### src/pkg/aux_timer_pkg.sv
// Constants, register map and field layout for the sixteen-bit timer/counter.
// Operation
// - Buffered-access bit set makes high and low bytes a single 16-bit access.
// - Time-base select 01 gives this counter to unit two, other timer to one.
// - Prescale field divides the count clock by 1, 2, 4 or 8.
// - External clock is synchronised either way; sync-disable 1 takes its edge one stage earlier.
// - Internal clock source ignores the sync-disable bit.
// - External source counts rising edges only after the first falling edge.
// - Clock source select clear counts the internal instruction clock.
// - A 16-bit counter runs as a timer or an external event counter.
// - Counter appears as readable and writable high and low byte registers.
// - Special event trigger of an assigned compare unit resets the counter.
// - Counter wraps FFFFh to 0000h and latches an overflow flag.
// - Buffered mode low-byte read copies high byte into buffer read at high.
// - Buffered low-byte write loads high from buffer; any low write or unbuffered high write clears prescaler.
// - A software counter write beats a coincident special event reset.
package aux_timer_pkg;
  localparam int         ADDR_W      = 4;
  localparam int         DATA_W      = 32;
  localparam logic [3:0] OFS_CONTROL = 4'h0;
  localparam logic [3:0] OFS_LOW     = 4'h4;
  localparam logic [3:0] OFS_HIGH    = 4'h8;
  localparam logic [3:0] OFS_STATUS  = 4'hC;
  localparam logic [3:0] OFS_MASK    = 4'h0;
  localparam logic [7:0] CONTROL_RST = 8'h00;
  localparam int BIT_ON      = 0;
  localparam int BIT_CS      = 1;
  localparam int BIT_NOSYNC  = 2;
  localparam int BIT_TB_LO   = 3;
  localparam int BIT_PS_LO   = 4;
  localparam int BIT_TB_HI   = 6;
  localparam int BIT_BUF     = 7;
  localparam int BIT_OVF     = 0;
  localparam int BIT_MASKSEL = 3;
  localparam logic [2:0] PS_MAX   = 3'h7;
  localparam logic [15:0] CNT_MAX = 16'hFFFF;
  localparam logic [15:0] CNT_RST = 16'h0000;
endpackage

### src/logic/aux_timer.sv
// Sixteen-bit timer/counter with Avalon-MM register slave.
//
// The register addresses and the Avalon-MM slave port are this design's own decisions.
`timescale 1ns/1ps
module aux_timer
  import aux_timer_pkg::*;
(
  // Clock, reset and clock enable.
  input  wire logic                              mclk_i,
  input  wire logic                              rstn_i,
  input  wire logic                              ce_i,
  // Avalon-MM slave.
  input  wire logic [aux_timer_pkg::ADDR_W-1:0]  avs_address_i,
  input  wire logic                              avs_read_i,
  input  wire logic                              avs_write_i,
  input  wire logic [aux_timer_pkg::DATA_W-1:0]  avs_writedata_i,
  input  wire logic [3:0]                        avs_byteenable_i,
  output logic      [aux_timer_pkg::DATA_W-1:0]  avs_readdata_o,
  output logic                                   avs_waitrequest_o,
  // Clock sources and compare-unit triggers.
  input  wire logic                              ext_count_pin_i,
  input  wire logic                              lp_osc_i,
  input  wire logic                              lp_osc_en_i,
  input  wire logic                              sevt_unit1_i,
  input  wire logic                              sevt_unit2_i,
  // Outputs.
  output logic                                   unit1_this_timer_o,
  output logic                                   unit2_this_timer_o,
  output logic      [15:0]                       count_o,
  output logic                                   irq_o
);
  import aux_timer_pkg::*;

  logic [7:0]  control_ff, nxt_control;
  logic [15:0] count_ff, nxt_count;
  logic [7:0]  hibuf_ff, nxt_hibuf;
  logic [2:0]  pre_ff, nxt_pre;
  logic        status_ff, nxt_status;
  logic        mask_ff, nxt_mask;
  logic [31:0] rdata_ff, nxt_rdata;
  logic        ack_ff, nxt_ack;
  logic        ext_s1_ff, ext_s2_ff, ext_s3_ff, ext_s4_ff;
  logic        armed_ff, nxt_armed;

  logic        req, wr, rd, sel_lo, sel_hi, ext_raw, ext_prev, ext_cur;
  logic        tick_src, tick, wrap, sevt, cnt_wr, wr_b0;
  logic [1:0]  tb;
  logic [2:0]  pre_div;

  assign req    = (avs_read_i | avs_write_i) & ~ack_ff;
  assign wr     = avs_write_i & req & ce_i;
  assign rd     = avs_read_i & req & ce_i;
  assign wr_b0  = wr & avs_byteenable_i[0];
  assign sel_lo = avs_address_i == OFS_LOW;
  assign sel_hi = avs_address_i == OFS_HIGH;
  assign avs_waitrequest_o = ~ack_ff;
  assign avs_readdata_o    = rdata_ff;

  // External source mux, then a two-stage synchroniser and edge stages.
  assign ext_raw = lp_osc_en_i ? lp_osc_i : ext_count_pin_i;
  always_ff @(posedge mclk_i) begin
    if (!rstn_i) begin
      ext_s1_ff <= 1'b0;
      ext_s2_ff <= 1'b0;
      ext_s3_ff <= 1'b0;
      ext_s4_ff <= 1'b0;
    end else if (ce_i) begin
      ext_s1_ff <= ext_raw;
      ext_s2_ff <= ext_s1_ff;
      ext_s3_ff <= ext_s2_ff;
      ext_s4_ff <= ext_s3_ff;
    end
  end
  // Unsynchronised mode takes its edge one stage earlier to cut latency.
  assign ext_cur  = ext_s2_ff;
  assign ext_prev = ext_s3_ff;

  always_comb begin
    if (!control_ff[BIT_CS]) begin
      tick_src = 1'b1;
    end else if (control_ff[BIT_NOSYNC]) begin
      tick_src = armed_ff & ext_cur & ~ext_prev;
    end else begin
      tick_src = armed_ff & ext_s3_ff & ~ext_s4_ff;
    end
  end
  // Arm after the first falling edge of the external source.
  assign nxt_armed = control_ff[BIT_CS] &
                     (armed_ff | (ext_prev & ~ext_cur));

  assign pre_div = PS_MAX >> (2'h3 - control_ff[BIT_PS_LO+:2]);
  assign tick    = control_ff[BIT_ON] & tick_src & (pre_ff == pre_div);
  assign wrap    = tick & (count_ff == CNT_MAX);

  assign tb = {control_ff[BIT_TB_HI], control_ff[BIT_TB_LO]};
  always_comb begin
    unit1_this_timer_o = tb[1];
    unit2_this_timer_o = tb[1] | tb[0];
  end
  assign sevt = (sevt_unit1_i & unit1_this_timer_o) |
                (sevt_unit2_i & unit2_this_timer_o);
  assign cnt_wr = wr_b0 & (sel_lo | (sel_hi & ~control_ff[BIT_BUF]));

  always_comb begin
    nxt_control = control_ff;
    nxt_count   = count_ff;
    nxt_hibuf   = hibuf_ff;
    nxt_pre     = pre_ff;
    nxt_status  = status_ff | wrap;
    nxt_mask    = mask_ff;
    nxt_rdata   = 32'h0000_0000;
    nxt_ack     = req & ce_i;
    if (tick) begin
      nxt_count = count_ff + 16'h0001;
      nxt_pre   = 3'h0;
    end else if (control_ff[BIT_ON] & tick_src) begin
      nxt_pre = pre_ff + 3'h1;
    end
    if (sevt & ce_i) begin
      nxt_count = CNT_RST;
      nxt_pre   = 3'h0;
    end
    if (wr_b0) begin
      if (avs_address_i == OFS_CONTROL && !avs_byteenable_i[1]) begin
        nxt_control = avs_writedata_i[7:0];
      end
      if (avs_address_i == OFS_MASK && avs_byteenable_i[1]) begin
        nxt_mask = avs_writedata_i[8 + BIT_OVF];
      end
      if (sel_lo) begin
        nxt_count[7:0] = avs_writedata_i[7:0];
        nxt_pre        = 3'h0;
        if (control_ff[BIT_BUF]) begin
          nxt_count[15:8] = hibuf_ff;
        end else begin
          nxt_count[15:8] = count_ff[15:8];
        end
      end
      if (sel_hi) begin
        if (control_ff[BIT_BUF]) begin
          nxt_hibuf = avs_writedata_i[7:0];
        end else begin
          nxt_count = {avs_writedata_i[7:0], count_ff[7:0]};
        end
      end
    end
    if (rd) begin
      case (avs_address_i)
        OFS_CONTROL: nxt_rdata = {23'h0, mask_ff, control_ff};
        OFS_LOW: begin
          nxt_rdata = {24'h0, count_ff[7:0]};
          if (control_ff[BIT_BUF]) begin
            nxt_hibuf = count_ff[15:8];
          end
        end
        OFS_HIGH: begin
          nxt_rdata = control_ff[BIT_BUF] ? {24'h0, hibuf_ff}
                                          : {24'h0, count_ff[15:8]};
        end
        OFS_STATUS: begin
          nxt_rdata  = {31'h0, status_ff};
          nxt_status = wrap;
        end
        default: nxt_rdata = 32'h0000_0000;
      endcase
    end
    if (!control_ff[BIT_ON]) begin
      nxt_pre = 3'h0;
    end
    if (cnt_wr) begin
      nxt_pre = 3'h0;
    end
  end

  always_ff @(posedge mclk_i) begin
    if (!rstn_i) begin
      control_ff <= CONTROL_RST;
      count_ff   <= CNT_RST;
      hibuf_ff   <= 8'h00;
      pre_ff     <= 3'h0;
      status_ff  <= 1'b0;
      mask_ff    <= 1'b0;
      rdata_ff   <= 32'h0000_0000;
      ack_ff     <= 1'b0;
      armed_ff   <= 1'b0;
    end else if (ce_i) begin
      control_ff <= nxt_control;
      count_ff   <= nxt_count;
      hibuf_ff   <= nxt_hibuf;
      pre_ff     <= nxt_pre;
      status_ff  <= nxt_status;
      mask_ff    <= nxt_mask;
      rdata_ff   <= nxt_rdata;
      ack_ff     <= nxt_ack;
      armed_ff   <= nxt_armed;
    end else begin
      ack_ff <= 1'b0;
    end
  end

  assign count_o = count_ff;
  assign irq_o   = status_ff & mask_ff;
endmodule // aux_timer

### config.mk
export PLATFORM = sky130hd
export DESIGN_NAME = aux_timer
export DESIGN_NICKNAME = d
export VERILOG_FILES = /design/src/pkg/aux_timer_pkg.sv /design/src/logic/aux_timer.sv
export SDC_FILE = /design/constraint.sdc
export NUM_CORES = 1
export LEC_CHECK = 0
export BUFFER_PORTS_ARGS = -buffer_cell sky130_fd_sc_hd__buf_2
export CORE_UTILIZATION = 50
export DETAILED_ROUTE_END_ITERATION = 10
export PLACE_DENSITY = 0.81
export SKIP_LAST_GASP = 1
export SLEW_MARGIN = 20
export SYNTH_ARGS = -nofsm -noshare
export SYNTH_HDL_FRONTEND = slang
export SYNTH_SLANG_ARGS = --single-unit
### constraint.sdc
create_clock -name mclk_i -period 2.8 [get_ports mclk_i]
set_clock_uncertainty 0.15 [all_clocks]
set_input_delay 0.14 -clock mclk_i [delete_from_list [all_inputs] [get_ports mclk_i]]
set_output_delay 0.14 -clock mclk_i [all_outputs]
set_load 0.01 [all_outputs]
# Word-level counts from Yosys, hierarchy flattened
# Cells that the tools add are included.
# Widths: inputs -> output; s select.
[classes]
add_sub_neg = 3
eq_ne = 6
shifts = 1
n_mux = 28
n_bitwise = 33
n_reduce_logical = 8
[ops]
columns = ["operator", "count"]
rows = [
  ["$mux 16", 6],
  ["$mux 8", 8],
  ["$pmux 9 s4", 1],
  ["$and 1x1->1", 22],
  ["$mux 3", 7],
  ["$add 16x1->16 const B", 1],
  ["$eq 16x16->1 const B", 1],
  ["$mux 9", 1],
  ["$eq 4x4->1 const B", 2],
  ["$or 1x1->1", 6],
  ["$reduce_and 3->1", 2],
  ["$mux 1", 5],
  ["$not 1->1", 5],
  ["$eq 4x3->1 const B", 1],
  ["$logic_not 4->1", 1],
  ["$reduce_and 2->1", 2],
  ["$add 3x1->3 const B", 1],
  ["$eq 3x3->1", 1],
  ["$ne 3x3->1 const B", 1],
  ["$shr 3x2->3 const A", 1],
  ["$logic_and 1x1->1", 2],
  ["$sub 2x2->2 const A", 1],
  ["$logic_not 1->1", 1],
]
[word_totals]
reg_bits = 75
wordCells = 93

# Depth between registers and ports, before layout
[depth]
word_depth = 12
depth_mapped = 8
depth_no_buf = 7

# Worst setup path before layout
# No wires, ideal clock.
[synth_path]
kind = "register -> register"
startpoint = "reg pre_ff[0]"
endpoint = "reg count_ff[5], in the netlist count_o[5]"
t_arrival_ns = 1.969
required_time_ns = 2.583
slack_ns = 0.613
stages_incl_launch_ff = 7
path_buffers = 0
period_less_slack_ns = 2.187
cell_sequence = "dfxtp_1 or2_4 a2111oi_4 o21ai_2 or4_1 a21o_1 a21oi_2"
[synth_via]
elab_chain_cells = 8
[synth_rtl]
columns = ["element", "line_no", "rtl"]
rows = [
  ["start, declared", "aux_timer.sv:37", "logic [2:0] pre_ff, nxt_pre;"],
  ["start signal, assigned", "aux_timer.sv:190", "pre_ff <= nxt_pre;"],
  ["$eq 3x3->1 *", "aux_timer.sv:92", "assign tick = control_ff[BIT_ON] & tick_src & (pre_ff == pre_div);"],
  ["$and 1x1->1 *", "aux_timer.sv:92", ""],
  ["$mux 16 *", "aux_timer.sv:113", "if (tick) begin"],
  ["$mux 16 *", "aux_timer.sv:119", "if (sevt & ce_i) begin"],
  ["$mux 16", "aux_timer.sv:130", "if (sel_lo) begin"],
  ["$mux 16", "aux_timer.sv:140", "if (control_ff[BIT_BUF]) begin"],
  ["$mux 16", "aux_timer.sv:139", "if (sel_hi) begin"],
  ["$mux 16 *", "aux_timer.sv:123", "if (wr_b0) begin"],
  ["end signal, assigned", "aux_timer.sv:188", "count_ff <= nxt_count;"],
  ["end, declared", "aux_timer.sv:35", "logic [15:0] count_ff, nxt_count;"],
]
# Every way passes the cells marked *; elsewhere a longest branch is shown, timed or not. The select of a mux whose other input is x is not followed.
# A chain may end at the register's enable or synchronous reset.

# Worst setup path after layout
[layout_path]
startpoint = "reg control_ff[7]"
endpoint = "reg pre_ff[2]"
[layout_via]
elab_chain_cells = 5
[layout_rtl]
columns = ["element", "line_no", "rtl"]
rows = [
  ["start, declared", "aux_timer.sv:34", "logic [7:0] control_ff, nxt_control;"],
  ["start signal, assigned", "aux_timer.sv:187", "control_ff <= nxt_control;"],
  ["$not 1->1", "aux_timer.sv:102", "assign cnt_wr = wr_b0 & (sel_lo | (sel_hi & ~control_ff[BIT_BUF]));"],
  ["$and 1x1->1", "aux_timer.sv:102", ""],
  ["$or 1x1->1", "aux_timer.sv:102", ""],
  ["$and 1x1->1", "aux_timer.sv:102", ""],
  ["$mux 3", "aux_timer.sv:170", "if (cnt_wr) begin"],
]
# Every way passes these cells.

==> impl_results.md <==
- Vias: 3,264
- Post-route setup slack: 0.277 ns
- Outcome: finished, final reports clean
- WP data arrival: 2.58 ns
- Tmin final: 2.52 ns
- Main flop type after synthesis: dfxtp_1
- Port Buffers: 53
- Yosys cell types: 70
- Setup bufs post-CTS: 0
- Fmax: 396 MHz
- R2r setup slk: 0.28 ns
- TritonCTS clock tree: yes
- # DRC: 0
- Critical path peak fanout: 15
- Max clock buf depth: 2
- Seq/Total Area, Yosys: 0.320
- Placed Area: 3520 um^2
- Hold Slack: 0.0166 ns
- Worst Max-Slew Pin Slew: 0.749 ns
- Share of layout cells above drive strength 1: 0.202
- Commonest non-fill, non-tap cell in the layout: nor2_1
- Worst Hold Depth: 3
- Antenna Cells: 0
- Max VDD drop: 0.000224 V
- Syn. warnings: 0
- Post-Syn Area: 3250 um^2
- Clk pin slew, worst setup/hold paths: 0.10 ns
- Overall power: 1.38 mW
- Relative slew slack: 0.497
- Vias per Instance: 6.19
- Async SR Flop Fraction: 0
- Hold crit path type: input pin to flop
- R2R cell count: 5
- Post-synth EDFFs: 0
- DP HPWL: 6750 um
- Unrepaired setup endpoints after global routing: no
- Largest net degree at the start of global routing: 42
- Leakage power: 1.47 nW
- Dpl ws: 0.358 ns
- Area grow syn2layout: 12.7%
- Pwr Density: 378 nW/um^2
- Resized Gates After CTS: 0
- Max-slew violations: 0
- Clock root cell: clkbuf_8
- R2r endpoint: pre_ff[2]
- First-pass GRT wire length: 15,100 um
- Worst-Skew Late Latency: 0.31 ns
- WP data required: 2.86 ns
- Hold Path End: control_ff[0]
- CP endpoint kind: flop
- WL/cell: 17.8 um
- Routed Antenna Nets: 0
- Final WL: 9390 um
- Vias in the first global route: 3,004
- GR Overflow Total: 0
- Final TNS setup: 0 ns
- NumNets Final: 501
- Starting Density: 0.515
- Most frequent cells in the layout: 55 x nor2_1, 53 x buf_2, 52 x dfxtp_1
- Setup Viol. Count Final: 0
- I/O pins: 102
- Num CTS Buffers: 5
- Clk sinks: 52
- Routability cong.: 0.936
- Die area: 6830 um^2
- Critical path start-end classification: flop to flop
- Fillcell total: 617
- Hold Startpoint: avs_writedata_i[0]
- Final hold violation count: 0
- Total of max-cap violations: 0
- Max H-tree Level: 2
- Die Ht: 82.6 um
- Site row count: 29
- Finished Cell Area: 3660 um^2
- Startpoint Class: flop
- 1st-iter DRT viols: 404
- Avg Inst Size Synth: 8.21 um^2
- Die width: 82.6 um
- GRT Total Usage: 0.298
- Pre-antenna DRT Iters: 5
- Post-synthesis cell count: 396
- Final period utilization: 0.901
- Reg2reg start: control_ff[7]
- Count of hold-fix buffers inserted at cts: 5
- Flops & latches, synth: 52
- Core area: 6310 um^2
- Initial antenna violation count: 0
## layer usage
layer	vias up	track usage	share of wire
met5	-	0	0
met2	187	0.481	0.46
met4	0	0.145	0.039
met1	1502	0.387	0.42
li1	1539	-	-
met3	36	0.0451	0.082
## cell families (layout without fill, tap and decap cells)
family	count (synthesis)	after routing	share of synthesized area
fa+ha+maj	2	2	0.00770
simple gates	142	142	0.220
flops	52	52	0.320
compound gates	111	111	0.253
buf+inv	52	84	0.0878
mux	31	31	0.0970
other cells	1	23	0.00115
xor+xnor	5	5	0.0135
## metrics by stage
step	utilization	std cells
floorplan	-	418
global route	0.580	527
global placement	0.557	514
CTS	0.580	527
finish	0.580	527
detailed placement	0.557	514
## critical path: stages (launching register included)
cell	delay, ns
dfxtp_1	0.53
nor3_1	0.72
a21oi_1	0.37
and3_2	0.30
a22o_1	0.18
a22o_1	0.18
## cell usage after synthesis, types with 3 or more instances
master	n	share of area
nor4_1	3	0.0058
o21ai_0	20	0.031
o21a_1	3	0.0069
nand2_1	23	0.027
and3_1	6	0.012
inv_1	6	0.0069
o22ai_1	9	0.017
nand2b_1	6	0.012
a22o_1	4	0.011
xnor2_1	4	0.011
buf_2	3	0.0046
a21oi_1	11	0.017
a32o_1	3	0.0092
mux2_2	4	0.014
nand4_1	6	0.012
a31oi_1	5	0.0096
dfxtp_1	52	0.32
o211ai_1	7	0.016
nand3_1	8	0.012
clkbuf_1	19	0.022
a211oi_1	5	0.012
or2_2	3	0.0058
mux2i_1	27	0.083
nor2_1	55	0.064
a22oi_1	14	0.032
o31ai_1	3	0.0069
nor2b_1	4	0.0077
buf_4	23	0.053
nor3_1	10	0.015
## flip-flops by register name (all words and copies together) (netlist names)
register and count:
hibuf_ff 8, pre_ff 3, ext_s1_ff 1, armed_ff 1
status_ff 1, mask_ff 1, count_o 16, ack_ff 1
ext_cur 1, ext_prev 1, avs_readdata_o 9, ext_s4_ff 1
control_ff 8
## cell type report
cell class | instances | area [um^2] | area share
multi-input cells | 314 | 2010 | 0.548
flip-flops and latches | 52 | 1040 | 0.284
repair buffers | 69 | 398 | 0.109
well taps | 77 | 96.3 | 0.0263
clock buffers | 7 | 86.3 | 0.0236
inverters | 7 | 26.3 | 0.00718
clock inverters | 1 | 7.51 | 0.00205
## power breakdown
| group | switching (mW) | total [mW] | internal, mW |
|---|---|---|---|
| registers | 0.0129 | 0.761 | 0.748 |
| logic | 0.108 | 0.168 | 0.0605 |
| clock network | 0.253 | 0.455 | 0.202 |
| total | 0.374 | 1.38 | 1.01 |
## worst max path at each step
| stage | from | end | slack [ns] |
|---|---|---|---|
| finish | control_ff[7] | pre_ff[2] | 0.28 |
| global route | control_ff[4] | count_o[9] | 0.17 |
| CTS | control_ff[7] | pre_ff[2] | 0.33 |
| detailed placement | control_ff[7] | pre_ff[2] | 0.36 |
| global placement | avs_address_i[2] | pre_ff[2] | 0.41 |
| floorplan | pre_ff[0] | count_o[5] | 0.61 |
Power figures use the tool's default switching activity.
